**config.mk**
```make
export PLATFORM = sky130hd
export DESIGN_NAME = bxr_top
export DESIGN_NICKNAME = d
export VERILOG_FILES = /design/src/shared/bxr_pkg.sv /design/src/hw/bxr_op_decode.sv /design/src/hw/bxr_top.sv
export SDC_FILE = /design/constraint.sdc
export NUM_CORES = 1
export LEC_CHECK = 0
export BUFFER_PORTS_ARGS = -buffer_cell sky130_fd_sc_hd__buf_2
export CAP_MARGIN = 0
export CORE_MARGIN = 2
export CORE_UTILIZATION = 35
export CTS_BUF_LIST = sky130_fd_sc_hd__clkbuf_4 sky130_fd_sc_hd__clkbuf_8
export CTS_CLUSTER_SIZE = 20
export DETAILED_ROUTE_END_ITERATION = 10
export HOLD_SLACK_MARGIN = 0.12
export SETUP_SLACK_MARGIN = 0.4
export SLEW_MARGIN = 20
export SYNTH_ARGS = -nofsm -noshare
export SYNTH_HDL_FRONTEND = slang
export SYNTH_SLANG_ARGS = --single-unit
```
**constraint.sdc**
```tcl
create_clock -name mclk -period 2.04 [get_ports mclk]
set_input_delay 0.204 -clock mclk [delete_from_list [all_inputs] [get_ports mclk]]
set_output_delay 0.204 -clock mclk [all_outputs]
set_load 0.005 [all_outputs]
```
**src/shared/bxr_pkg.sv**
```systemverilog
// Constants shared by the bank extend and request logic.
`default_nettype none
package bxr_pkg;
  localparam logic [2:0] COMMON_BANK    = 3'h4;  // Bank 100.
  localparam logic [2:0] COUNT_NEXT     = 3'h7;  // Switch on the next cycle.
  localparam logic [2:0] COUNT_ONE      = 3'h3;  // One extra cycle.
  localparam logic [2:0] COUNT_TWO      = 3'h1;  // Two extra cycles.
  localparam logic [2:0] COUNT_THREE    = 3'h0;  // Three extra cycles.
  localparam logic [2:0] RESET_MODE_BANK = 3'h0;
  localparam logic [2:0] RESET_OVR_BANK  = 3'h0;
  localparam int unsigned MODE_D_BANK1  = 2;     // Data bit to bank bit 1.
  localparam int unsigned MODE_D_BANK0  = 3;     // Data bit to bank bit 0.
  localparam int unsigned MODE_D_BANK2  = 7;     // Data bit to bank bit 2.
  localparam logic [7:0] MODE_PORT      = 8'h80; // Fixed mode latch port.
  // Ready state machine, Gray coded along the usual path.
  typedef enum logic [1:0] {
    BXR_RDY_IDLE  = 2'b00,
    BXR_RDY_ARMED = 2'b01,
    BXR_RDY_WAIT1 = 2'b11,
    BXR_RDY_WAIT2 = 2'b10
  } bxr_rdy_e;
endpackage : bxr_pkg
`default_nettype wire

```
**src/hw/bxr_op_decode.sv**
```systemverilog
// Opcode decoder: stack classification and initial cycle count.
`timescale 1ns/1ps
`default_nettype none
module bxr_op_decode (
  input  wire logic [7:0] opcode,
  output logic            is_stack,
  output logic [2:0]      init_count
);
  // Classify stack opcodes and give the extra cycles before the bank switch.
  always_comb begin
    is_stack   = 1'b0;
    init_count = bxr_pkg::COUNT_NEXT;
    casez (opcode)
      8'hcd, 8'b11???100: begin  // Call and conditional call.
        is_stack   = 1'b1;
        init_count = bxr_pkg::COUNT_TWO;
      end
      8'hc9, 8'b11???000, 8'b11??0001: begin  // Return and pop.
        is_stack   = 1'b1;
        init_count = bxr_pkg::COUNT_NEXT;
      end
      8'b11??0101, 8'b11???111: begin  // Push and restart.
        is_stack   = 1'b1;
        init_count = bxr_pkg::COUNT_ONE;
      end
      8'he3: begin  // Exchange with stack top.
        is_stack   = 1'b1;
        init_count = bxr_pkg::COUNT_NEXT;
      end
      default: begin
        is_stack   = 1'b0;
        init_count = bxr_pkg::COUNT_NEXT;
      end
    endcase
  end
endmodule : bxr_op_decode
`default_nettype wire

```
**src/hw/bxr_top.sv**
```systemverilog
// Bank extend, request and ready logic of the processor module.
//
// The implementer's own choices: the placing of the registers and the plain strobed port.
`timescale 1ns/1ps
`default_nettype none
// Functional notes
// - Decoder reads the data bus only in opcode fetch cycles.
// - Stack opcode loads the cycle counter as the fetch strobe ends.
// - Codes 111, 011, 001, 000 mean zero to three extra cycles.
// - Expired count selects common bank 100 through the default driver.
// - Common bank holds until next opcode fetch, which clears the counter.
// - Accesses at or above 48K use bank 100 while default driver enabled.
// - After override port write, override register drives bank lines instead.
// - Override write with address bit 14 high captures data bits 2 to 0.
// - Override write with address bit 14 low captures address bits 2 to 0.
// - Override write sets pending flag; next fetch arms flop and loads 111 into counter.
// - Armed and expired select override; next fetch clears both.
// - Ready low holds processor in wait until ready returns high.
// - Address and write data stay stable while request is asserted.
// - Wait comes from external line or module; at least one always.
// - Latch strobe sets flop, T1 edge drops ready, T3 restores it.
// - Slow ROM strap or loader active adds a second wait state.
// - Strobe low asserts request at T2; strobe high releases it.
// - Mode latch data bits 2,3,7 give bank bits 1,0,2.
// - Override applies only to the next instruction's memory access.
module bxr_top (
  input  wire logic        mclk,
  input  wire logic        rst_n,
  input  wire logic        clk_en,
  input  wire logic [7:0]  proc_data,
  input  wire logic [15:0] proc_addr,
  input  wire logic        cycle_status_0,
  input  wire logic        cycle_status_1,
  input  wire logic        addr_latch_en,
  input  wire logic        rd_n,
  input  wire logic        wr_n,
  input  wire logic        io_cycle,
  input  wire logic        ext_wait_n,
  input  wire logic        slow_rom_strap,
  input  wire logic        loader_rom_active,
  output logic             bank_bit_0,
  output logic             bank_bit_1,
  output logic             bank_bit_2,
  output logic             ready,
  output logic             bus_req_n,
  output logic [15:0]      bus_addr,
  output logic [7:0]       bus_wdata,
  output logic             memory_cycle_n
);
  logic [1:0]  rst_sync;
  logic        rst_q_n;
  logic [1:0]  wait_sync;
  logic [1:0]  strap_sync;
  logic [1:0]  loader_rom_active_sync;
  logic        ext_wait_q_n;
  logic        slow_q;
  logic        loader_rom_active_q;
  logic [2:0]  mode_bank;
  logic [2:0]  ovr_bank;
  logic [2:0]  count;
  logic        count_loaded;
  logic        armed;
  logic        op_stack_q;
  logic [2:0]  op_count_q;
  logic        strobe_end;
  logic        load_pending;
  logic        strobe_q;
  logic        t2_seen;
  logic [2:0]  next_bank;
  logic        is_stack;
  logic [2:0]  init_count;
  logic        opfetch;
  logic        expired;
  logic        upper_addr_bit14;
  logic        upper_addr_bit15;
  logic        strobe;
  logic        strobe_rise;
  logic        ovr_write;
  logic        mode_write;
  logic        two_waits;
  bxr_pkg::bxr_rdy_e rdy_state;
  bxr_pkg::bxr_rdy_e next_rdy_state;

  // Reset release passes two flops; assertion stays asynchronous.
  always_ff @(posedge mclk or negedge rst_n) begin
    if (!rst_n) begin
      rst_sync <= 2'h0;
    end else begin
      rst_sync <= {rst_sync[0], 1'b1};
    end
  end
  assign rst_q_n = rst_sync[1];

  // Pin inputs from outside the clock domain pass two flops.
  always_ff @(posedge mclk or negedge rst_q_n) begin
    if (!rst_q_n) begin
      wait_sync  <= 2'h3;
      strap_sync <= 2'h3;
      loader_rom_active_sync <= 2'h0;
    end else if (clk_en) begin
      wait_sync  <= {wait_sync[0], ext_wait_n};
      strap_sync <= {strap_sync[0], slow_rom_strap};
      loader_rom_active_sync <= {loader_rom_active_sync[0], loader_rom_active};
    end
  end
  assign ext_wait_q_n = wait_sync[1];
  assign slow_q       = ~strap_sync[1];
  assign loader_rom_active_q      = loader_rom_active_sync[1];

  // Cycle classification from processor status and strobes.
  assign opfetch          = cycle_status_0 & cycle_status_1;
  assign upper_addr_bit14 = proc_addr[14];
  assign upper_addr_bit15 = proc_addr[15];
  assign strobe           = ~(rd_n & wr_n);
  assign strobe_rise      = strobe & ~strobe_q;
  assign strobe_end       = ~strobe & strobe_q;
  assign ovr_write  = io_cycle & ~wr_n & strobe_rise & ~proc_addr[7];
  assign mode_write = io_cycle & ~wr_n & strobe_rise & (proc_addr[7:0] == bxr_pkg::MODE_PORT);
  assign expired    = count_loaded & (count == 3'h7);
  assign two_waits  = slow_q | loader_rom_active_q;

  // Opcode decoder sees the bus only when an opcode is fetched.
  bxr_op_decode u_dec (
    .opcode     (opfetch ? proc_data : 8'h00),
    .is_stack   (is_stack),
    .init_count (init_count)
  );

  // Opcode class is held from the fetch strobe start, since the bus is gone at its end.
  always_ff @(posedge mclk or negedge rst_q_n) begin
    if (!rst_q_n) begin
      op_stack_q <= 1'b0;
      op_count_q <= bxr_pkg::COUNT_NEXT;
    end else if (clk_en && opfetch && strobe_rise) begin
      op_stack_q <= is_stack;
      op_count_q <= init_count;
    end
  end

  // Strobe edge tracker.
  always_ff @(posedge mclk or negedge rst_q_n) begin
    if (!rst_q_n) begin
      strobe_q <= 1'b0;
    end else if (clk_en) begin
      strobe_q <= strobe;
    end
  end

  // Mode latch holds the default bank bits.
  always_ff @(posedge mclk or negedge rst_q_n) begin
    if (!rst_q_n) begin
      mode_bank <= bxr_pkg::RESET_MODE_BANK;
    end else if (clk_en && mode_write) begin
      mode_bank[1] <= proc_data[bxr_pkg::MODE_D_BANK1];
      mode_bank[0] <= proc_data[bxr_pkg::MODE_D_BANK0];
      mode_bank[2] <= proc_data[bxr_pkg::MODE_D_BANK2];
    end
  end

  // Override register captures accumulator or port byte bits.
  always_ff @(posedge mclk or negedge rst_q_n) begin
    if (!rst_q_n) begin
      ovr_bank <= bxr_pkg::RESET_OVR_BANK;
    end else if (clk_en && ovr_write) begin
      if (upper_addr_bit14) begin
        ovr_bank <= proc_data[2:0];
      end else begin
        ovr_bank <= proc_addr[2:0];
      end
    end
  end

  // Armed flop and pending counter load after an override write.
  always_ff @(posedge mclk or negedge rst_q_n) begin
    if (!rst_q_n) begin
      load_pending <= 1'b0;
      armed        <= 1'b0;
    end else if (clk_en) begin
      if (ovr_write) begin
        load_pending <= 1'b1;
      end else if (opfetch && strobe_end && load_pending) begin
        armed        <= 1'b1;
        load_pending <= 1'b0;
      end else if (opfetch && strobe_rise && !load_pending) begin
        armed <= 1'b0;
      end
    end
  end

  // Cycle counter: cleared as a fetch starts, loaded and stepped as cycles end.
  // A shift with a one in walks 000, 001, 011 to 111, one step per non-fetch cycle, I/O cycles included.
  always_ff @(posedge mclk or negedge rst_q_n) begin
    if (!rst_q_n) begin
      count        <= 3'h0;
      count_loaded <= 1'b0;
    end else if (clk_en && strobe_rise && opfetch) begin
      count_loaded <= 1'b0;
    end else if (clk_en && strobe_end) begin
      if (opfetch && load_pending) begin
        count        <= bxr_pkg::COUNT_NEXT;
        count_loaded <= 1'b1;
      end else if (opfetch && op_stack_q) begin
        count        <= op_count_q;
        count_loaded <= 1'b1;
      end else if (!opfetch && count_loaded && count != 3'h7) begin
        count <= {count[1:0], 1'b1};
      end
    end
  end

  // Bank multiplexer: override, common bank or mode latch.
  always_comb begin
    if (armed && expired) begin
      next_bank = ovr_bank;
    end else if (expired || (upper_addr_bit14 && upper_addr_bit15 && !armed)) begin
      next_bank = bxr_pkg::COMMON_BANK;
    end else begin
      next_bank = mode_bank;
    end
  end

  // Bank lines are registered each cycle.
  always_ff @(posedge mclk or negedge rst_q_n) begin
    if (!rst_q_n) begin
      bank_bit_0 <= bxr_pkg::RESET_MODE_BANK[0];
      bank_bit_1 <= bxr_pkg::RESET_MODE_BANK[1];
      bank_bit_2 <= bxr_pkg::RESET_MODE_BANK[2];
    end else if (clk_en) begin
      bank_bit_0 <= next_bank[0];
      bank_bit_1 <= next_bank[1];
      bank_bit_2 <= next_bank[2];
    end
  end

  // Ready state machine next state.
  always_comb begin
    case (rdy_state)
      bxr_pkg::BXR_RDY_IDLE: begin
        next_rdy_state = addr_latch_en ? bxr_pkg::BXR_RDY_ARMED : bxr_pkg::BXR_RDY_IDLE;
      end
      bxr_pkg::BXR_RDY_ARMED: begin
        next_rdy_state = bxr_pkg::BXR_RDY_WAIT1;
      end
      bxr_pkg::BXR_RDY_WAIT1: begin
        if (two_waits) begin
          next_rdy_state = bxr_pkg::BXR_RDY_WAIT2;
        end else if (ext_wait_q_n) begin
          next_rdy_state = bxr_pkg::BXR_RDY_IDLE;
        end else begin
          next_rdy_state = bxr_pkg::BXR_RDY_WAIT1;
        end
      end
      bxr_pkg::BXR_RDY_WAIT2: begin
        next_rdy_state = ext_wait_q_n ? bxr_pkg::BXR_RDY_IDLE : bxr_pkg::BXR_RDY_WAIT2;
      end
      default: begin
        next_rdy_state = bxr_pkg::BXR_RDY_IDLE;
      end
    endcase
  end

  // Ready state register and ready output.
  always_ff @(posedge mclk or negedge rst_q_n) begin
    if (!rst_q_n) begin
      rdy_state <= bxr_pkg::BXR_RDY_IDLE;
      ready     <= 1'b1;
    end else if (clk_en) begin
      rdy_state <= next_rdy_state;
      ready     <= (next_rdy_state != bxr_pkg::BXR_RDY_WAIT1) &&
                   (next_rdy_state != bxr_pkg::BXR_RDY_WAIT2);
    end
  end

  // Request asserts on the second edge after the strobe falls, ends with the strobe.
  always_ff @(posedge mclk or negedge rst_q_n) begin
    if (!rst_q_n) begin
      t2_seen   <= 1'b0;
      bus_req_n <= 1'b1;
    end else if (clk_en) begin
      t2_seen   <= strobe;
      bus_req_n <= ~(strobe & t2_seen);
    end
  end

  // Address and write data are frozen while the request stands.
  always_ff @(posedge mclk or negedge rst_q_n) begin
    if (!rst_q_n) begin
      bus_addr  <= 16'h0000;
      bus_wdata <= 8'h00;
    end else if (clk_en && bus_req_n) begin
      bus_addr  <= proc_addr;
      bus_wdata <= proc_data;
    end
  end

  // Memory cycle strobe for the counter clock, low during a memory access.
  always_ff @(posedge mclk or negedge rst_q_n) begin
    if (!rst_q_n) begin
      memory_cycle_n <= 1'b1;
    end else if (clk_en) begin
      memory_cycle_n <= ~(strobe & ~io_cycle);
    end
  end
endmodule : bxr_top
`default_nettype wire

```
# == After elaboration in Yosys (flattened, before gate mapping) ==
# Index checks and enable logic that the tools add are counted.
# word_totals
ff_bits,57
input_bits,36
output_inout_bits,30
elab_cells,119
# classes
n_eq_ne,16
n_mux,22
bitwise_logic,22
n_reduce_logical,37
# ops
op,n
"equality test 8 bit, second input constant",4
logical AND 1 bit,20
two-way mux 3 bit,6
"equality test 5 bit, second input constant",3
"equality test 6 bit, second input constant",2
AND 1 bit,11
two-way mux 1 bit,10
inverter 1 bit,10
two-way mux 8 bit,1
one-hot mux 2 bit (4 select lines),1
OR reduction 8 bit,1
two-way mux 2 bit,3
one-hot mux 3 bit (2 select lines),1
AND reduction 3 bit,2
nonzero test 2 bit,3
nonzero test 3 bit,2
"equality test 2 bit, second input constant",2
"inequality test 2 bit, second input constant",2
AND reduction 2 bit,2
OR reduction 2 bit,2
"equality test 3 bit, second input constant",1
zero test 1 bit,3
"inequality test 3 bit, second input constant",1
"equality test 2 x 1 -> 1 bit, second input constant",1
3 further kinds,3

# == Logic depth before layout (Yosys ltp) ==
# Gate-level depths: netlist (run 1).
# logic_depth
depth_word,7
depth_mapped,5
ltp_nobuf,4

# == Modules after synthesis ==
# A second synthesis (run 1) with hierarchy kept.
# hier_totals
cells_unflattened,207
area_unflattened_um2,2519.9
# modules_own_cells
module,instances,cells_each,area_per_inst_um2
bxr_top,1,191,2428.6
bxr_op_decode,1,16,91.3

# == Least setup slack after synthesis (run 1) ==
# No wires, ideal clock.
# synth_timing
kind,register -> register
from,register bus_req_n
to,register bus_addr[11]
arrival_time_ns,1.093
t_required_ns,1.915
slack_ns,0.822
stages_incl_launch_ff,4
path_buffers,1
cell_sequence,dfstp_2 -> nand2_2 -> buf_2 -> mux2_2
# synth_between
elab_chain_cells,1
# synth_rtl
element,line_no,rtl
"start, declared",bxr_top.sv:45,"output logic bus_req_n,"
"start signal, assigned",bxr_top.sv:281,bus_req_n <= ~(strobe & t2_seen);
logical AND 1 bit,bxr_top.sv:290,end else if (clk_en && bus_req_n) begin
"end signal, assigned",bxr_top.sv:291,bus_addr <= proc_addr;
"end, declared",bxr_top.sv:46,"output logic [15:0] bus_addr,"
# No other way between the ends.
# A chain may end at the register's enable or synchronous reset.

# == Worst setup path in the final report (run 1) ==
# layout_timing
from,register bus_req_n
to,register bus_wdata[6]
# layout_between
elab_chain_cells,1
# layout_rtl
element,line_no,rtl
logical AND 1 bit,bxr_top.sv:290,
"end signal, assigned",bxr_top.sv:292,bus_wdata <= proc_data;
"end, declared",bxr_top.sv:47,"output logic [7:0] bus_wdata,"
# No other way between the ends.

==> flow_summary.yaml, run 1 <==
run_status:
  status: "finished clean"
synth:
  ys_types: 39
  ys_seq_area_frac: 0.5844
  yosysTopAreaCell: "dfrtp_1"
  synth_warnings: 0
  syn_nets: 235
  synth_cells: 199
  synth_area_um2: 2417
  yosys.area.top_type_share: 0.4865
  syn_avg_cell_area_um2: 12.15
  synth_area_leaders: "dfrtp_1, mux2_2, dfstp_2, o21ai_0, a21oi_1"
  ys_ff_latch: 56
floorplan:
  dieArea_um2: 7587
  io_pins: 66
  initial_core_util: 0.3578
  core_area_um2: 6756
  die-width_um: 87.11
  rows: 30
  die_y_um: 87.11
timing:
  post-route-period-util: 0.7121
  drv_slew: 0
  fin_crit_ns: 1.453
  rsz0062_at_grt: "no"
  finalClockSkew_ns: 0.009687
  setup_tns_ns: 0
  tightest_slew_ns: 0.5990
  max_freq_mhz: 688.4
  setup_viol: 0
  hold_violations: 0
  relSlewSlack: 0.5993
route:
  drc: 0
  vias: 1733
  wl_per_cell_um: 14.05
  ant_nets: 0
  initialDrtViolationCount: 57
  first_pass_iters: 4
  wl_mm: 4.986
  vias_per_cell: 4.882
final_layout:
  fin_util: 0.4446
  layout.nets: 310
  n_fill_cell: 654
  areaGrowthSynthToFinish_pct: 24.28
  final_cell_mix: "buf_2, dfrtp_1, mux2_2"
  diodes: 0
  mostFrequentLayoutCell: "buf_2"
  drive_gt1_frac: 0.4473
global_route:
  use_met1: 0.1931
  antenna_found_initial: 0
  busiest_layer: "met2"
  gr-usage-met2: 0.2221
  grt_pass1_wl_mm: 8.217
  grt_start_max_net_pins: 32
  use_met3: 0.03128
  grt_overflow: 0
  grt_pass1_vias: 1705
  grt.total_usage: 0.1389
worst_setup_path:
  worstSetupEndpointType: "flop"
  worst-path-max-fanout: 26
  start_kind: "flop"
  critPathKind: "reg -> reg"
  worstPathRequired_ns: 2.22
  cp_cell_sequence: "nand2_2 > mux2_2"
  crit_arrival_ns: 1.64
  cpPeakStageDelay_ns: 0.57
  slowest_stage: "dfstp_2"
pwr:
  ir_drop_uv: 463.7
  leakagePower_nw: 1.393
  clkPwrFrac: 0.231
  pwr_density_cell_nw_per_um2: 887.6
  p_comb_frac: 0.210
  power_frac_seq: 0.560
  p_switching_mw: 0.7393
  p_int_mw: 1.927
  swShare: 0.2773
clock_network:
  cts.sinks: 56
  cts-root-buf: "clkbuf_8"
  ctsResizeCount: 0
  clk_latency_ns: 0.30
  clock_path_buffers: 2
  path_clk_slew_ns: 0.10
  cts_buffers: 5
  cts_hold_buf: 6
  h-tree-depth: 2
  cts_setup_buffers: 0
  cts_tree: "yes"
placed_design:
  hpwl_mm: 3.660
  place_congestion: 0.7126
  portBuffers: 65
min_path:
  hp-class: "in -> reg"
flow_run:
  maxCapViolCount: 0
-- layer usage --
| layer | part of all wire | wire (µm) |
|---|---|---|
| met1 | 0.46 | 2316 |
| met2 | 0.48 | 2375 |
| met3 | 0.049 | 246 |
| met4 | 0.0092 | 46 |
| met5 | 0 | 0 |
-- layout make-up --
type | count | area [µm²] | area share
Sequential cell | 56 | 1414 | 0.4706
Multi-Input combinational cell | 126 | 920.9 | 0.3065
Timing Repair Buffer | 76 | 442.9 | 0.1474
Tap cell | 80 | 100.1 | 0.03332
Clock buffer | 7 | 83.83 | 0.02791
Inverter | 9 | 33.78 | 0.01125
Clock inverter | 1 | 8.758 | 0.002915
-- sequential cells by signal (all words and copies together), names as in the netlist, 3 cells and up --
register	flops
mode_bank	3
count	3
bus_addr	16
ovr_bank	3
bus_wdata	8
-- Yosys cell counts (all sizes together) --
| library cell | count |
|---|---|
| mux2i | 5 |
| o22ai | 2 |
| a2111oi | 1 |
| o211a | 1 |
| a22oi | 2 |
| and3b | 1 |
| nand4 | 4 |
| nor4b | 1 |
| nor2 | 12 |
| dfrtp | 47 |
| clkbuf | 2 |
| a31oi | 4 |
| o21ai | 12 |
| inv | 9 |
| nor4 | 2 |
| a21oi | 12 |
| nand2 | 14 |
| dfstp | 9 |
| and3 | 1 |
| nor3b | 2 |
| mux2 | 32 |
| nand3b | 2 |
| nor2b | 2 |
| or2 | 1 |
| and2 | 1 |
| nand4b | 1 |
| nand3 | 4 |
| buf | 6 |
| nand2b | 2 |
| a211oi | 2 |
| conb | 1 |
| nor3 | 1 |
| o31ai | 1 |
-- critical path, delay by kind of cell, from the launching register on --
kind / cells / cell delay (ns)
flops: 1 / 0.57
mux: 1 / 0.41
simple gates: 1 / 0.35
-- power by group through the flow --
stage,sequential (mW),combinational (mW),clock (mW)
floorplan,1.50,0.320,0
global placement,1.51,0.542,0
detailed placement,1.51,0.558,0
CTS,1.49,0.567,0.643
global route,1.53,0.636,0.691
finish,1.49,0.560,0.615
-- through the flow --
stage                     cells  power [mW]  worst slack, ns  instance area, µm²  hold slack, ns
after floorplan             199       1.823           0.8224                2419        -0.09159
after global placement      338       2.047           0.5803                2821       -0.009646
after detailed placement    338       2.072           0.5562                2821       -0.006483
after CTS                   352       2.704           0.5483                2974          0.1215
after global routing        355       2.857           0.5005                3004          0.1202
final                       355       2.667           0.5873                3004          0.1315
-- path summary, 6_finish.rpt --
check / start / to / slack, ns / depth (start not counted)
max: bus_req_n / bus_wdata[6] / 0.59 / 2
min: proc_addr[13] / bus_addr[13] / 0.13 / 2
max reg2reg: bus_req_n / bus_wdata[6] / 0.59 / 2
min reg2reg: rst_sync[1] / bus_addr[12] / 0.26 / 0
max in group asynchronous: rst_sync[1] / op_count_q[1] / 1.16 / 1
min in group asynchronous: rst_n / rst_sync[1] / 0.21 / 2
-- cell families (layout without fill, tap and decap cells) --
family                 after synthesis  count (layout)  synth area share
other                                1               1          0.001551
multiplexers                        37              37            0.1698
AO/OA/AOI/OAI                       37              37           0.09264
buffers and inverters               17              93           0.03467
flip-flops                          56              56            0.5844
AND/OR/NAND/NOR                     51              51            0.1170
Note: power is estimated with default switching activity, not from simulation.
==> run 2, diff against run 1 <==
--- a/config.mk
+++ b/config.mk
@@ -5,6 +5,7 @@
 export SDC_FILE = /design/constraint.sdc
 export NUM_CORES = 1
 export LEC_CHECK = 0
+export ABC_AREA = 1
 export BUFFER_PORTS_ARGS = -buffer_cell sky130_fd_sc_hd__buf_2
 export CAP_MARGIN = 0
 export CORE_MARGIN = 2
==> constraint.sdc (replaced) <==
create_clock -name mclk -period 1.5 [get_ports mclk]
set_input_delay 0.15 -clock mclk [delete_from_list [all_inputs] [get_ports mclk]]
set_output_delay 0.15 -clock mclk [all_outputs]
set_load 0.005 [all_outputs]
==> run 2 against run 1 <==
- largest power group unchanged
- non-clock buffer count is 23 higher
- area after synthesis shrank 0.78%
- sequential share of layout area shrank 5.6 points
- critical endpoint is now ovr_bank[0]
- first-iteration DRC count grew 19%
- synthesized cell count up 25%
- die area is 0.74% lower
- final cell count rose by 22%
- clock power rose by 40%
- critical path depth increased by 5
- via count rose by 18%
- sequential power is 38% higher
==> flow_summary.yaml, run 2 <==
run_status:
  status: "finished clean"
clock_network:
  clk_latency_ns: 0.31
  cts_tree: "yes"
  path_clk_slew_ns: 0.11
  cts_buffers: 5
  clock_path_buffers: 2
  cts.sinks: 56
  cts-root-buf: "clkbuf_8"
  h-tree-depth: 2
floorplan:
  dieArea_um2: 7531
  die_y_um: 86.78
  io_pins: 66
  die-width_um: 86.78
  initial_core_util: 0.3570
  core_area_um2: 6719
  rows: 30
synth:
  yosysTopAreaCell: "dfrtp_1"
  syn_avg_cell_area_um2: 9.633
  synth_area_leaders: "dfrtp_1, nand2_1, dfstp_2, mux2_2, o21ai_0"
  synth.most_common_cell: "nand2_1"
  synth_cells: 249
  synthArstFlopShare: 1.000
  ys_ff_latch: 56
  synth_warnings: 0
  ys_types: 28
  synth_edf_count: 0
  ys.flop_type: "dfrtp_1"
  yosys.area.top_type_share: 0.4903
  synth_area_um2: 2399
  syn_nets: 285
  ys_seq_area_frac: 0.5889
  ys_top_cells_by_count: "nand2_1, dfrtp_1, o21ai_0, inv_1, nor2_1"
flow_run:
  maxCapViolCount: 0
pwr:
  ir_drop_uv: 478.8
  pwr_density_cell_nw_per_um2: 1117
  power_frac_seq: 0.538
  swShare: 0.3022
  leakagePower_nw: 1.659
  p_switching_mw: 1.151
  p_comb_frac: 0.236
  p_total_mw: 3.808
  p_int_mw: 2.657
  clkPwrFrac: 0.226
global_route:
  grt_pass1_vias: 2047
  antenna_found_initial: 0
  grt_pass1_wl_mm: 9.411
  grt_overflow: 0
  grt.total_usage: 0.1600
  grt_start_max_net_pins: 28
worst_setup_path:
  r2r_slack_ns: 0.26
  cp_cell_sequence: "nor2_2 > nand2_2 > buf_4 > nor2_4 > nand2_4 > nand2_1 > o21ai_0"
  cpPeakStageDelay_ns: 0.43
  crit_arrival_ns: 1.43
  slowest_stage: "dfrtp_1"
  start_kind: "flop"
  critPathKind: "reg -> reg"
  worst-path-max-fanout: 7
  worstSetupEndpointType: "flop"
  worstPathRequired_ns: 1.69
placed_design:
  placed_area_um2: 2839
  portBuffers: 65
  hpwl_mm: 3.945
  place_congestion: 0.8177
timing:
  max_freq_mhz: 807.5
  drv_slew: 0
  rsz0062_at_grt: "yes"
  hold-worst-slack_ns: 0.1270
  setup_viol: 0
  hold_violations: 0
  finalClockSkew_ns: 0.01103
  setup_tns_ns: 0
  fin_crit_ns: 1.238
  post-route-period-util: 0.8256
route:
  drc: 0
  first_pass_iters: 5
  ant_nets: 0
  vias_per_cell: 4.715
  initialDrtViolationCount: 68
  wl_per_cell_um: 13.44
  wl_mm: 5.807
  vias: 2037
final_layout:
  largest_register: "bus_addr"
  mostFrequentLayoutCell: "buf_2"
  final_cell_mix: "buf_2, nand2_1, dfrtp_1"
  top_regs: "bus_addr: 16 flops, bus_wdata: 8 flops"
  drive_gt1_frac: 0.4318
  stdcell_area_um2: 3408
  diodes: 0
  largest_reg_flops: 16
  n_fill_cell: 639
  layout.nets: 387
  areaGrowthSynthToFinish_pct: 42.10
min_path:
  hp-class: "in -> async"
==> run 2: kinds of logic (layout without fill, tap and decap cells) <==
logic type	Yosys count	count (layout)	synth area share
simple gates	105	107	0.1873
buf+inv	30	131	0.05112
compound gates	41	41	0.09599
flops	56	56	0.5889
other cells	1	1	0.001563
mux	16	16	0.07512
==> run 2: what timing repair did <==
| action | in CTS | in global routing |
|---|---|---|
| setup endpoints to repair | 37 | 46 |
| gates resized for setup | 17 | 39 |
| pin swaps | 13 | 17 |
| hold buffers | 21 | 2 |
| setup buffers | 5 | 3 |
| cloned | 2 | 0 |
| hold endpoints to repair | 24 | 2 |
==> run 2: area by class of cell <==
class | instances | area (µm²) | share of cell area
flip-flops and latches | 56 | 1414 | 0.4148
multi-input cells | 165 | 1044 | 0.3062
repair buffers | 99 | 668.1 | 0.1960
well taps | 80 | 100.1 | 0.02937
inverters | 24 | 90.09 | 0.02643
clock buffers | 6 | 76.32 | 0.02239
clock inverters | 2 | 16.27 | 0.004772
==> run 2: critical path: cells and delay by family, from the launching register on <==
kind,cells,cell delay (ns)
buffers and inverters,1,0.16
DFF,1,0.43
and+or+nand+nor,5,0.46
AOI/OAI and AO/OA,1,0.07
==> run 2: through the flow <==
step           cells    util  setup slack [ns]
6_report         432  0.5073            0.2616
5_1_grt          432  0.5073            0.1526
4_1_cts          427  0.4858            0.2983
3_5_place_dp     391  0.4225            0.1007
3_3_place_gp     391  0.4225            0.1100
2_1_floorplan    249       -            0.3435
==> run 2: worst paths after layout <==
kind	startpoint	endpoint	cells past startpoint
min in group mclk	proc_addr[2]	bus_addr[2]	3
worst max register to register	t2_seen	ovr_bank[0]	7
worst max-delay path	t2_seen	ovr_bank[0]	7
worst min-delay path	rst_n	rst_sync[0]	2
max in group asynchronous	rst_sync[1]	bus_req_n	1
worst min register to register	rst_sync[1]	bus_wdata[7]	0
==> run 2: metal layers <==
| metal | vias up | track usage | wire length, µm | part of all wire |
|---|---|---|---|---|
| met4 | 0 | 0.04972 | 51 | 0.0088 |
| li1 | 1022 | - | - | - |
| met1 | 953 | 0.2111 | 2682 | 0.46 |
| met3 | 6 | 0.04667 | 338 | 0.058 |
| met5 | - | 0 | 0 | 0 |
| met2 | 56 | 0.2540 | 2735 | 0.47 |
==> run 2: power groups by stage <==
stage	clock [mW]	sequential, mW	combinational (mW)
after global placement	0	2.05	0.711
final	0.862	2.05	0.899
after global routing	0.948	2.09	1.01
after detailed placement	0	2.06	0.727
after CTS	0.890	2.03	0.840
after floorplan	0	2.05	0.416
